--- config.mk ---
export PLATFORM = sky130hd
export DESIGN_NAME = ssp_status_unit
export DESIGN_NICKNAME = d
export VERILOG_FILES = /design/src/hdl/ssp_pkg.sv /design/src/hdl/ssp_status_unit.sv /design/src/hdl/ssp_pin_sync.sv /design/src/hdl/ssp_settle_timer.sv
export SDC_FILE = /design/constraint.sdc
export NUM_CORES = 1
export LEC_CHECK = 0
export BUFFER_PORTS_ARGS = -buffer_cell sky130_fd_sc_hd__buf_2
export CAP_MARGIN = 25
export CORE_ASPECT_RATIO = 0.5
export CORE_UTILIZATION = 60
export DETAILED_ROUTE_END_ITERATION = 8
export PLACE_DENSITY = 0.87
export SLEW_MARGIN = 20
export SYNTH_ARGS = -nofsm -noshare
export SYNTH_HDL_FRONTEND = slang
export SYNTH_SLANG_ARGS = --single-unit
--- constraint.sdc ---
create_clock -name clk -period 5.7 [get_ports clk]
set_clock_uncertainty 0.1 [all_clocks]
set_input_delay 0.57 -clock clk [delete_from_list [all_inputs] [get_ports clk]]
set_output_delay 0.57 -clock clk [all_outputs]
set_load 0.1 [all_outputs]
--- src/hdl/ssp_pkg.sv ---
package ssp_pkg;
    localparam int STB_KEY = 0;
    localparam int STB_ENTRY = 1;
    localparam int STB_EXTCHG = 2;
    localparam int STB_SETTLED = 3;
    localparam int STB_SWEEP = 4;
    localparam int STB_ERROR = 5;
    localparam int STB_RQS = 6;
    localparam int STB_SWPAR = 7;
    localparam int EXT_SELFTEST = 0;
    localparam int EXT_FMOVER = 1;
    localparam int EXT_EXTREF = 3;
    localparam int EXT_LOCKLOST = 4;
    localparam int EXT_POWERFAIL = 5;
    localparam int EXT_LEVELFAULT = 6;
    localparam logic [7:0] EXT_LIVE_MASK = 8'h7b;
    localparam logic [7:0] BYTE_ZERO = 8'h00;
    localparam int CLK_HZ = 50000000;
    localparam int SETTLE_MS = 2000;
    localparam longint SETTLE_CYC = longint'(CLK_HZ) * SETTLE_MS / 1000;
    typedef enum logic [1:0] {SSP_IDLE, SSP_SEND_STB, SSP_SEND_EXT}
        ssp_os_e;
endpackage : ssp_pkg

--- src/hdl/ssp_status_unit.sv ---
`timescale 1ns/1ns
`default_nettype none
module ssp_status_unit #(
    parameter longint SETTLE_CYCLES = ssp_pkg::SETTLE_CYC
) (
    input wire logic clk,
    input wire logic rst,
    // Bus events, already decoded on this clock
    input wire logic ifcClear,
    input wire logic devClear,
    input wire logic clearStatusCmd,
    input wire logic outputStatusCmd,
    input wire logic maskOutputCmd,
    input wire logic maskSetStrobe,
    input wire logic [7:0] maskSetValue,
    input wire logic messageReadDone,
    input wire logic programString,
    input wire logic presetCmd,
    input wire logic settlePending,
    // Talker byte path
    input wire logic talkReady,
    output logic talkValid,
    output logic [7:0] talkData,
    // Serial and parallel poll
    input wire logic serialPollRead,
    output logic [7:0] pollByte,
    input wire logic parallelPoll,
    input wire logic [2:0] ppLine,
    input wire logic ppSense,
    input wire logic ppEnable,
    output logic [7:0] ppDataOut,
    output logic [7:0] ppDataOe_n,
    // Raw conditions from instrument pins
    input wire logic [7:0] stbCondPin,
    input wire logic [7:0] extCondPin,
    input wire logic rfOffPin,
    // Indicators
    output logic srqOut,
    output logic srqOe_n,
    output logic srqLamp,
    output logic extValid,
    output logic [7:0] statusByte,
    output logic [7:0] extendedStatusByte
);
    logic [7:0] stbRise, extLevel;
    logic [0:0] rfOffLvl;
    logic [7:0] stb_q, ext_q, mask_q, frozen_q;
    logic frozenHeld_q, errorMsg_q, resettle_q;
    ssp_pkg::ssp_os_e osState_q;
    logic extRead, stbHit, extAlter;
    logic [7:0] stbSet, extSet;

    if (SETTLE_CYCLES < 1) begin : gBadSettle
        $error("settle count must be positive");
    end

    ssp_pin_sync #(.WIDTH(8)) uStbSync (
        .clk(clk), .rst(rst), .pinIn(stbCondPin),
        .level(), .rise(stbRise));
    ssp_pin_sync #(.WIDTH(8)) uExtSync (
        .clk(clk), .rst(rst), .pinIn(extCondPin),
        .level(extLevel), .rise());
    ssp_pin_sync #(.WIDTH(1)) uRfSync (
        .clk(clk), .rst(rst), .pinIn(rfOffPin),
        .level(rfOffLvl), .rise());
    ssp_settle_timer #(.CYCLES(SETTLE_CYCLES)) uSettle (
        .clk(clk), .rst(rst), .start(devClear), .valid(extValid));

    // Extended read completes when the second byte is taken
    assign extRead = (osState_q == ssp_pkg::SSP_SEND_EXT) && talkReady;
    always_comb begin
        extSet = extLevel & ssp_pkg::EXT_LIVE_MASK;
        if (rfOffLvl[0]) begin
            extSet[ssp_pkg::EXT_LOCKLOST] = 1'b1;
            extSet[ssp_pkg::EXT_LEVELFAULT] = 1'b1;
        end
    end
    // A clear that alters the latched extended byte is reported
    assign extAlter = clearStatusCmd &&
        ((ext_q & ~extSet) != ssp_pkg::BYTE_ZERO);
    always_comb begin
        stbSet = stbRise;
        stbSet[ssp_pkg::STB_RQS] = 1'b0;
        stbSet[ssp_pkg::STB_EXTCHG] = stbRise[ssp_pkg::STB_EXTCHG] ||
            extAlter || ((extSet & ~ext_q) != ssp_pkg::BYTE_ZERO);
        stbSet[ssp_pkg::STB_ERROR] = stbRise[ssp_pkg::STB_ERROR] ||
            (errorMsg_q && programString);
        // Settling outlives a clear, and preset may settle first
        stbSet[ssp_pkg::STB_SETTLED] = stbRise[ssp_pkg::STB_SETTLED] ||
            (resettle_q && !clearStatusCmd) || presetCmd;
    end

    always_ff @(posedge clk) begin
        if (rst) begin
            ext_q <= ssp_pkg::BYTE_ZERO;
        end else if (clearStatusCmd || extRead) begin
            ext_q <= extSet;
        end else begin
            ext_q <= ext_q | extSet;
        end
    end

    assign stbHit = ((stb_q & mask_q & ~(8'h01 << ssp_pkg::STB_RQS))
        != ssp_pkg::BYTE_ZERO);
    always_ff @(posedge clk) begin
        if (rst) begin
            stb_q <= ssp_pkg::BYTE_ZERO;
        end else if (clearStatusCmd || extRead) begin
            // New events in the clear cycle still land
            stb_q <= stbSet;
        end else begin
            stb_q <= stb_q | stbSet;
            stb_q[ssp_pkg::STB_RQS] <= stbHit &&
                !(frozenHeld_q && serialPollRead);
        end
    end

    always_ff @(posedge clk) begin
        if (rst || clearStatusCmd || extRead) begin
            frozen_q <= ssp_pkg::BYTE_ZERO;
            frozenHeld_q <= 1'b0;
        end else if (serialPollRead) begin
            frozenHeld_q <= 1'b0;
        end else if (stb_q[ssp_pkg::STB_RQS] && !frozenHeld_q) begin
            frozen_q <= stb_q;
            frozenHeld_q <= 1'b1;
        end
    end
    // Poll sees the frozen copy while held, live otherwise
    assign pollByte = frozenHeld_q ? frozen_q : stb_q;

    always_ff @(posedge clk) begin
        if (rst || ifcClear) begin
            mask_q <= ssp_pkg::BYTE_ZERO;
        end else if (maskSetStrobe) begin
            mask_q <= maskSetValue;
        end
    end

    always_ff @(posedge clk) begin
        if (rst || messageReadDone) begin
            errorMsg_q <= 1'b0;
        end else if (stbRise[ssp_pkg::STB_ERROR]) begin
            errorMsg_q <= 1'b1;
        end
    end

    always_ff @(posedge clk) begin
        if (rst) begin
            resettle_q <= 1'b0;
        end else if (clearStatusCmd) begin
            resettle_q <= settlePending;
        end else begin
            resettle_q <= 1'b0;
        end
    end

    // Talker: two raw bytes after output-status, one after mask output
    always_ff @(posedge clk) begin
        if (rst) begin
            osState_q <= ssp_pkg::SSP_IDLE;
            talkData <= ssp_pkg::BYTE_ZERO;
            talkValid <= 1'b0;
        end else begin
            case (osState_q)
                ssp_pkg::SSP_IDLE: begin
                    if (outputStatusCmd) begin
                        osState_q <= ssp_pkg::SSP_SEND_STB;
                        talkData <= stb_q;
                        talkValid <= 1'b1;
                    end else if (maskOutputCmd) begin
                        talkData <= mask_q;
                        talkValid <= 1'b1;
                    end else if (talkReady) begin
                        talkValid <= 1'b0;
                    end
                end
                ssp_pkg::SSP_SEND_STB: begin
                    if (talkReady) begin
                        osState_q <= ssp_pkg::SSP_SEND_EXT;
                        talkData <= ext_q;
                    end
                end
                ssp_pkg::SSP_SEND_EXT: begin
                    if (talkReady) begin
                        osState_q <= ssp_pkg::SSP_IDLE;
                        talkValid <= 1'b0;
                    end
                end
                default: begin
                    osState_q <= ssp_pkg::SSP_IDLE;
                    talkValid <= 1'b0;
                end
            endcase
        end
    end

    // Open-drain service request line: enable low means driven low (true)
    assign srqOut = 1'b0;
    assign srqOe_n = !stb_q[ssp_pkg::STB_RQS];
    assign srqLamp = stb_q[ssp_pkg::STB_RQS];
    genvar g;
    for (g = 0; g < 8; g++) begin : gPp
        // Low-true bus: sense one drives low, sense zero drives high
        assign ppDataOut[g] = !ppSense;
        // Only the assigned line, and only while the request stands
        assign ppDataOe_n[g] = !(parallelPoll && ppEnable &&
            (ppLine == 3'(g)) &&
            stb_q[ssp_pkg::STB_RQS]);
    end
    assign statusByte = stb_q;
    assign extendedStatusByte = ext_q;
endmodule : ssp_status_unit
`default_nettype wire

--- src/hdl/ssp_pin_sync.sv ---
`timescale 1ns/1ns
`default_nettype none
module ssp_pin_sync #(
    parameter int WIDTH = 1
) (
    input wire logic clk,
    input wire logic rst,
    input wire logic [WIDTH-1:0] pinIn,
    output logic [WIDTH-1:0] level,
    output logic [WIDTH-1:0] rise
);
    logic [WIDTH-1:0] s1_q, s2_q, s3_q;
    if (WIDTH < 1) begin : gBadWidth
        $error("width must be positive");
    end
    always_ff @(posedge clk) begin
        if (rst) begin
            s1_q <= '0;
            s2_q <= '0;
            s3_q <= '0;
            level <= '0;
        end else begin
            s1_q <= pinIn;
            s2_q <= s1_q;
            s3_q <= s2_q;
            // Change counts only once stages two and three agree
            level <= (s2_q == s3_q) ? s3_q : level;
        end
    end
    assign rise = (s2_q & s3_q) & ~level;
endmodule : ssp_pin_sync
`default_nettype wire

--- src/hdl/ssp_settle_timer.sv ---
`timescale 1ns/1ns
`default_nettype none
module ssp_settle_timer #(
    parameter longint CYCLES = ssp_pkg::SETTLE_CYC
) (
    input wire logic clk,
    input wire logic rst,
    input wire logic start,
    output logic valid
);
    localparam int W = $clog2(CYCLES + 1);
    logic [W-1:0] cnt_q;
    if (CYCLES < 1) begin : gBadCount
        $error("settle count must be positive");
    end
    always_ff @(posedge clk) begin
        if (rst || start) begin
            cnt_q <= W'(CYCLES);
        end else if (cnt_q != '0) begin
            cnt_q <= cnt_q - 1'b1;
        end
    end
    assign valid = (cnt_q == '0) && !start && !rst;
endmodule : ssp_settle_timer
`default_nettype wire

## Word level (Yosys, flattened, before mapping)

Cells that the tools add are included.

| operators by class | value |
|---|---|
| $add $sub $neg | 1 |
| $mul | 0 |
| divide/modulo/power cells | 0 |
| order comparisons | 0 |
| eq/ne operators | 16 |
| shift-type cells | 0 |
| multiplexer cells | 17 |
| bitwise logic cells | 12 |
| reduce and logical (&&, ||, !) cells | 66 |

Operators by type and width:

| cell | count |
|---|---|
| $mux W8 | 5 |
| $and A8 B8 Y8 | 4 |
| $logic_not A27 Y1 | 1 |
| $reduce_bool A27 Y1 | 1 |
| $sub A27 B1 Y27 const B | 1 |
| $logic_and A1 B1 Y1 | 26 |
| $reduce_bool A8 Y1 | 3 |
| $eq A8 B8 Y1 | 2 |
| $not A8 Y8 | 2 |
| $pmux W8 S2 | 1 |
| $logic_not A1 Y1 | 15 |
| $eq A3 B3 Y1 const B | 4 |
| $logic_or A1 B1 Y1 | 11 |
| $and A7 B8 Y8 | 1 |
| $not A7 Y8 | 1 |
| $or A8 B7 Y8 | 1 |
| $or A8 B8 Y8 | 1 |
| $mux W7 | 1 |
| $eq A3 B2 Y1 const B | 2 |
| $mux W2 | 3 |
| $ne A2 B2 Y1 const B | 3 |
| $pmux W2 S3 | 1 |
| $reduce_and A3 Y1 | 2 |
| $reduce_or A2 Y1 | 3 |
| other kinds (12) | 17 |

| storage, ports and cells | value |
|---|---|
| bits in registers | 140 |
| latch bits | 0 |
| bits in writable memories | 0 |
| bits in read-only memories | 0 |
| bits of input ports | 45 |
| word-level logic and storage cells | 137 |
| memories | 0 |

## Depth between registers and ports, before layout

Gate-level depths: netlist (run 1).

| logic depth | value |
|---|---|
| depth in word-level cells | 9 |
| depth in mapped cells | 7 |
| gate-level depth less buffers | 6 |

## Cells and area by module

A second synthesis (run 1) with hierarchy kept.

| unflattened totals | value |
|---|---|
| cell total of the unflattened synthesis | 620 |
| area, all modules | 5935.7 um2 |

By module, submodules not included:

| module | instances | cells an instance | area an instance (um2) |
|---|---|---|---|
| ssp_pin_sync at uExtSync ... | 2 | 103 | 1178.6 |
| ssp_status_unit | 1 | 242 | 2040.7 |
| ssp_settle_timer | 1 | 161 | 1406.3 |
| ssp_pin_sync at uRfSync | 1 | 11 | 131.4 |

## Worst setup path before layout (run 1)

No wires, ideal clock.

| timing | value |
|---|---|
| path type | register to output |
| from | register uSettle.cnt_q[17] |
| to | output extValid |
| arrival time | 3.330 ns |
| required time | 5.030 ns |
| slack | 1.700 ns |
| stages on the path, launching flop included | 4 |
| cell sequence | dfxtp_1 -> nor4_1 -> nand4_1 -> nor3_1 |

| between the ends | value |
|---|---|
| longest elaborated chain between the ends | 3 |

RTL lines:

| what | line | RTL |
|---|---|---|
| start, declared | ssp_settle_timer.sv:12 | `logic [W-1:0] cnt_q;` |
| start signal, assigned | ssp_settle_timer.sv:18 | `cnt_q <= W'(CYCLES);` |
| start signal, assigned | ssp_settle_timer.sv:20 | `cnt_q <= cnt_q - 1'b1;` |
| $logic_not A27 Y1 | ssp_settle_timer.sv:23 | `assign valid = (cnt_q == '0) && !start && !rst;` |
| $logic_and A1 B1 Y1 (2 in a row) | ssp_settle_timer.sv:23 |  |
| end, declared | ssp_status_unit.sv:41 | `output logic extValid,` |

No other way between the ends.

## Final worst setup path (run 1)

Same ends and word-level chain as after synthesis.

==> results of run 1 <==
[final timing paths]
| kind | endpoint | slack (ps) | from |
|---|---|---|---|
| worst max-delay path | extValid | 2400 | uSettle.cnt_q[17] |
| worst min-delay path | errorMsg_q | 240 | messageReadDone |
| worst max register to register | uSettle.cnt_q[25] | 3320 | uSettle.cnt_q[0] |
| worst min register to register | uExtSync.s2_q[5] | 330 | uExtSync.s1_q[5] |
[layout make-up]
type	count	area share, %
clock buffer	19	6.67
clock inverter	13	1.81
inverter	18	1.02
multi-input combinational	421	40.0
sequential	136	41.0
tap	117	2.21
timing repair buffer	96	7.32
[layout by cell type, fill, tap and decap left out, drive strengths merged, types with 18 or more instances in the layout]
master,netlist,routed
a21oi,35,35
buf,16,96
clkbuf,24,19
dfxtp,136,136
inv,18,22
mux2i,35,35
nand2,41,41
nor2,58,58
nor2b,60,60
nor3,19,19
o21ai,18,18
[worst register-to-register path, delay by kind of cell (launching register included)]
family | cells | cell delay [ps]
flip-flops | 1 | 340
AND/OR/NAND/NOR | 3 | 1700
AO/OA/AOI/OAI | 1 | 150
[metal layers]
| layer | vias up | routed length, µm |
|---|---|---|
| met5 | - | 0 |
| met4 | 0 | 246 |
| met3 | 27 | 753 |
| met2 | 165 | 5890 |
| met1 | 2117 | 5180 |
| li1 | 2316 | - |
[power groups by stage]
stage | clock [W] | sequential, W | combinational (W)
3_3_place_gp | 0 | 0.00102 | 0.000233
5_1_grt | 0.00110 | 0.00101 | 0.000259
3_5_place_dp | 0 | 0.00102 | 0.000239
2_1_floorplan | 0 | 0.00106 | 0.000156
4_1_cts | 0.00105 | 0.00100 | 0.000242
6_report | 0.00104 | 0.00100 | 0.000242
[through the flow]
step           hold slack [ps]  total power, W  instances  worst slack [ps]
2_1_floorplan              314         0.00122        615              1700
3_3_place_gp               316         0.00126        788              2820
3_5_place_dp               320         0.00126        788              2840
4_1_cts                    226         0.00229        820              2390
5_1_grt                    220         0.00236        820              2130
6_report                   239         0.00228        820              2400
[state kept, by name (all words and copies together), names as in the netlist, 2 cells and up]
register,cells
extendedStatusByte,6
frozen_q,8
mask_q,8
osState_q,2
statusByte,8
talkData,8
uExtSync.level,6
uExtSync.s1_q,8
uExtSync.s2_q,8
uExtSync.s3_q,8
uSettle.cnt_q,27
uStbSync.level,7
uStbSync.s1_q,8
uStbSync.s2_q,8
uStbSync.s3_q,8
[cell families (layout without fill, tap and decap cells)]
| group | after synthesis | after routing | share of synthesized area [%] |
|---|---|---|---|
| AND/OR/NAND/NOR | 257 | 257 | 24.5 |
| multiplexers | 42 | 42 | 7.63 |
| other | 1 | 3 | 0.0667 |
| XOR/XNOR | 9 | 9 | 1.40 |
| buffers and inverters | 58 | 146 | 4.63 |
| AO/OA/AOI/OAI | 102 | 102 | 11.6 |
| adder cells (fa/ha/maj) | 8 | 8 | 1.78 |
| flip-flops | 136 | 136 | 48.4 |
==> flow_summary.toml, run 1 <==
[run_status]
status = "finished with violations"
violations_in_the_final_reports = "design-rule violations"

[global_routing]
grt_antenna_before_repair = 0
grt_first_pass_wirelength_um = 20000
grt_use_met3_pct = 6.38
grt_start_max_net_pins = 73
globalRouteTotalUtil_pct = 25.9
routing_usage_on_met2_pct = 46.1
grt_busiest_layer = "met2"
overflow_after_grt = 0
grt_pass1_vias = 4324
groute.layer.met1.usage_pct = 29.7

[finish]
final_core_utilization_pct = 74.7
final_nets = 743
sequential_cell_area_um2 = 2720
synthToLayoutAreaGrowth_pct = 18.0
n_diodes = 0
summed_area_of_non_filler_cells_in_the_final_layout_um2 = 6640
final_layout_size_suffix_gt1_share_pct = 20.3
n_fill_cell = 617
multi_input_comb_area_um2 = 2650

[worst_setup_path]
worst-endpoint-arrival_ps = 2630
ff2ff_path_depth = 4
cp_slowest_cell = "nor4_1"
cp_cell_sequence = "nor4_1, nand4_1, nor3_1, buf_2"
cp.required_ps = 5030
worst-path-max-fanout = 9
critical_path.top_delay_family = "simple AND/OR/NAND/NOR gates"
critical-path-max-stage-delay_ps = 700
path_depth = 4
setup.worst_path.class = "flop to output port"
setup.worst_path.start_class = "flop"
critical_path_buf_inv_count = 1
critical_path.endpoint_type = "output port"

[worst_hold_path]
worstHoldPathCells = 2
min-delay-path-class = "input port to flop"

[clocking]
clkTransAtPathRegs_ps = 60
tritoncts.num_buffers = 17
cts_htree_levels = 4
clk-insertion-delay-late_ps = 410
post-cts-setup-buffer-count = 0
clock_tree.buffer_depth = 2
cts_resized = 0
cts_sink_count = 136
cts_tree = "done"
cts-root-buf = "clkbuf_16"
postCtsHoldBufs = 0

[sta]
final_min_period_over_clock_period_pct = 57.9
finalMaxSlewViolations = 0
worst_slew_margin_rel_pct = 39.6
finalSetupViolCount = 0
setup-tns-final_ps = 0
tightestPinTransition_ps = 906
grt_setup_unrepaired = "no"
report.final.hold_viol_count = 0
period_minus_slack_ps = 3300
max_freq_mhz = 303

[logic_synthesis]
yosys.area.top_type_share_pct = 48.4
syn-instance-count = 613
syn-cell-area_um2 = 5620
top_cell_types_by_occurrence_after_synthesis = "dfxtp_1, nor2b_1, nor2_1"
yosysWarnings = 0
number_of_library_cell_types_mapped_by_synthesis = 53
post_synth.cell_area_avg_um2 = 9.17
synthArstFlopShare_pct = 0
ffs_latches_synth = 136
post_synth_edffs = 0
synth.most_common_cell = "dfxtp_1"
dominantRegCellSynth = "dfxtp_1"
synth-seq-area-share_pct = 48.4
post_synth_main_area_contributors = "dfxtp_1, nor2b_1, mux2i_1"
netlist.top_cell.by_area = "dfxtp_1"

[floorplanning]
boundaryPins = 98
initial_cell_density_of_the_core_pct = 63.3
floorplan.die.height_um = 70.5
die_area_um2 = 9790
core_outline_area_um2 = 8890
fp.dieW_um = 139
fp-row-count = 24

[pwr]
p_int_w = 0.00167
worst_ir_drop_vdd_v = 0.000285
net-switching-power_w = 0.000617
sw_frac_of_total_pct = 27.0
combPwrFrac_pct = 10.6
total_leakage_power_nw = 2.67
power_density_nw_per_um2 = 344
power.sequential.fraction_pct = 44.0
pwr-share-clk_pct = 45.4

[detailed_routing]
avgViaCountPerCell = 5.64
firstDrtPassIters = 9
drt-wirelength-per-cell_um = 14.7
finalWirelength_um = 12100
post-route-drc-count = 10
dr.first_iter.drc_count = 281
antenna_violation_net_count_after_detailed_routing = 0
routed-via-count = 4625

[placement]
portBuffers = 94
place.detailed.hpwl_um = 8130
gp_congestion = 0.954
post_dp_cell_area_um2 = 6070

[job]
drv.max_cap_violation_count = 0
Note: power is estimated with default switching activity, not from simulation.
==> inputs of run 2 (changes only) <==
- CORE_UTILIZATION: 60 -> 56
- PLACE_DENSITY: 0.87 -> 0.82
- clock period: 5.7 -> 3.15 ns (I/O delays scaled with it)
==> flow_summary.toml, run 2 (synthesized netlist as in run 1, its figures left out) <==
[placement]
place_worst_setup_slack_ps = 700
place.detailed.hpwl_um = 8210
portBuffers = 94
gp_congestion = 0.857
post_dp_cell_area_um2 = 6140

[pwr]
worst_ir_drop_vdd_v = 0.000431
power_density_nw_per_um2 = 620
total_leakage_power_nw = 2.71

[clocking]
cts_tree = "done"
post-cts-setup-buffer-count = 0
cts_htree_levels = 4
clock_tree.buffer_depth = 2
cts_sink_count = 136
clk-insertion-delay-late_ps = 400
tritoncts.num_buffers = 17
clkTransAtPathRegs_ps = 60
cts_resized = 0
cts-root-buf = "clkbuf_16"
postCtsHoldBufs = 2

[worst_setup_path]
critical_path.top_delay_family = "simple AND/OR/NAND/NOR gates"
critical_path.endpoint_type = "output port"
cp_slowest_cell = "nor4_2"
worst-endpoint-arrival_ps = 2490
worst-path-max-fanout = 9
cp_cell_sequence = "nor4_2, nand4_1, nor3_2, buf_2"
setup.worst_path.start_class = "flop"
cp.required_ps = 2730
critical-path-max-stage-delay_ps = 540
critical_path_buf_inv_count = 1
setup.worst_path.class = "flop to output port"

[detailed_routing]
avgViaCountPerCell = 5.47
firstDrtPassIters = 6
antenna_violation_net_count_after_detailed_routing = 0
post-route-drc-count = 0
routed-via-count = 4611
finalWirelength_um = 12000
drt-wirelength-per-cell_um = 14.3
dr.first_iter.drc_count = 265

[floorplanning]
core_outline_area_um2 = 9600
fp.dieW_um = 144
initial_cell_density_of_the_core_pct = 58.6
floorplan.die.height_um = 72.9
fp-row-count = 25
boundaryPins = 98
die_area_um2 = 10500

[sta]
worst_slew_margin_rel_pct = 36.3
grt_setup_unrepaired = "no"
finalMaxSlewViolations = 0
tightestPinTransition_ps = 955
report.final.hold_viol_count = 0
final_min_period_over_clock_period_pct = 92.4
period_minus_slack_ps = 2910
finalHoldWorstSlack_ps = 20.3
setup-tns-final_ps = 0
finalSetupViolCount = 0
finalWorstSetupSlack_ps = 240
max_freq_mhz = 344

[finish]
summed_area_of_non_filler_cells_in_the_final_layout_um2 = 6730
synthToLayoutAreaGrowth_pct = 19.7
final_cell_mix = "dfxtp_1, buf_2, nor2b_1"
n_diodes = 0
layout.cells.most_common = "dfxtp_1"
final_nets = 750
largest_register_ff_count = 27
register_with_the_most_flip_flops = "uSettle.cnt_q"
final_layout_size_suffix_gt1_share_pct = 20.8

[global_routing]
overflow_after_grt = 0
grt_start_max_net_pins = 61
grt_antenna_before_repair = 0
globalRouteTotalUtil_pct = 24.2
grt_pass1_vias = 4301
grt_first_pass_wirelength_um = 19500

[run_status]
status = "finished, final reports clean"

[worst_hold_path]
min-delay-path-class = "input port to flop"

[job]
drv.max_cap_violation_count = 0
run 2: changes by cell type in the layout (fill, tap and decap cells not counted), sizes merged:
cell	before	now
inv	22	20
dlygate4sd3	0	2
buf	96	101
bufinv	1	2
clkinv	5	4
run 2: final cells by class:
cell class | instances | area, µm²
Fill cell | 731 | 2870
Timing Repair Buffer | 103 | 543
Clock buffer | 19 | 453
Tap cell | 135 | 169
Inverter | 18 | 67.6
Clock inverter | 11 | 124
Multi-Input combinational cell | 421 | 2650
Sequential cell | 136 | 2720
run 2: worst reg2reg max path: stages, from the launching register on:
cell	delay, ps
dfxtp_1	370
nor4_2	540
nand4_1	450
or4_1	610
a21oi_1	150
run 2: power breakdown:
part	internal [W]	total (W)	switching [W]
Clock	0.00120	0.00191	0.000716
Combinational	0.000132	0.000439	0.000307
Sequential	0.00178	0.00182	0.0000429
run 2: through the flow:
| stage | utilization, % | instances | total power (W) |
|---|---|---|---|
| finish | 70.1 | 843 | 0.00417 |
| global route | 70.1 | 843 | 0.00432 |
| CTS | 70.1 | 843 | 0.00420 |
| detailed placement | 63.9 | 811 | 0.00229 |
| global placement | 63.9 | 811 | 0.00228 |
| floorplan | - | 615 | 0.00220 |
run 2: path summary, 6_finish.rpt:
| kind | startpoint | slack (ps) | to | depth (start not counted) |
|---|---|---|---|---|
| min reg2reg | uStbSync.s1_q[7] | 330 | uStbSync.s2_q[7] | 1 |
| min | stbCondPin[1] | 20 | uStbSync.s1_q[1] | 2 |
| max | uSettle.cnt_q[18] | 240 | extValid | 4 |
| max reg2reg | uSettle.cnt_q[4] | 850 | uSettle.cnt_q[25] | 4 |
run 2: layer usage:
metal / wire, µm / share of wire (%) / GRT usage, % / vias up
met5: 0 / 0 / 0 / -
met4: 135 / 1.1 / 10.0 / 0
met3: 560 / 4.7 / 6.63 / 14
met2: 5950 / 49 / 43.7 / 118
met1: 5390 / 45 / 27.5 / 2153
li1: - / - / - / 2326
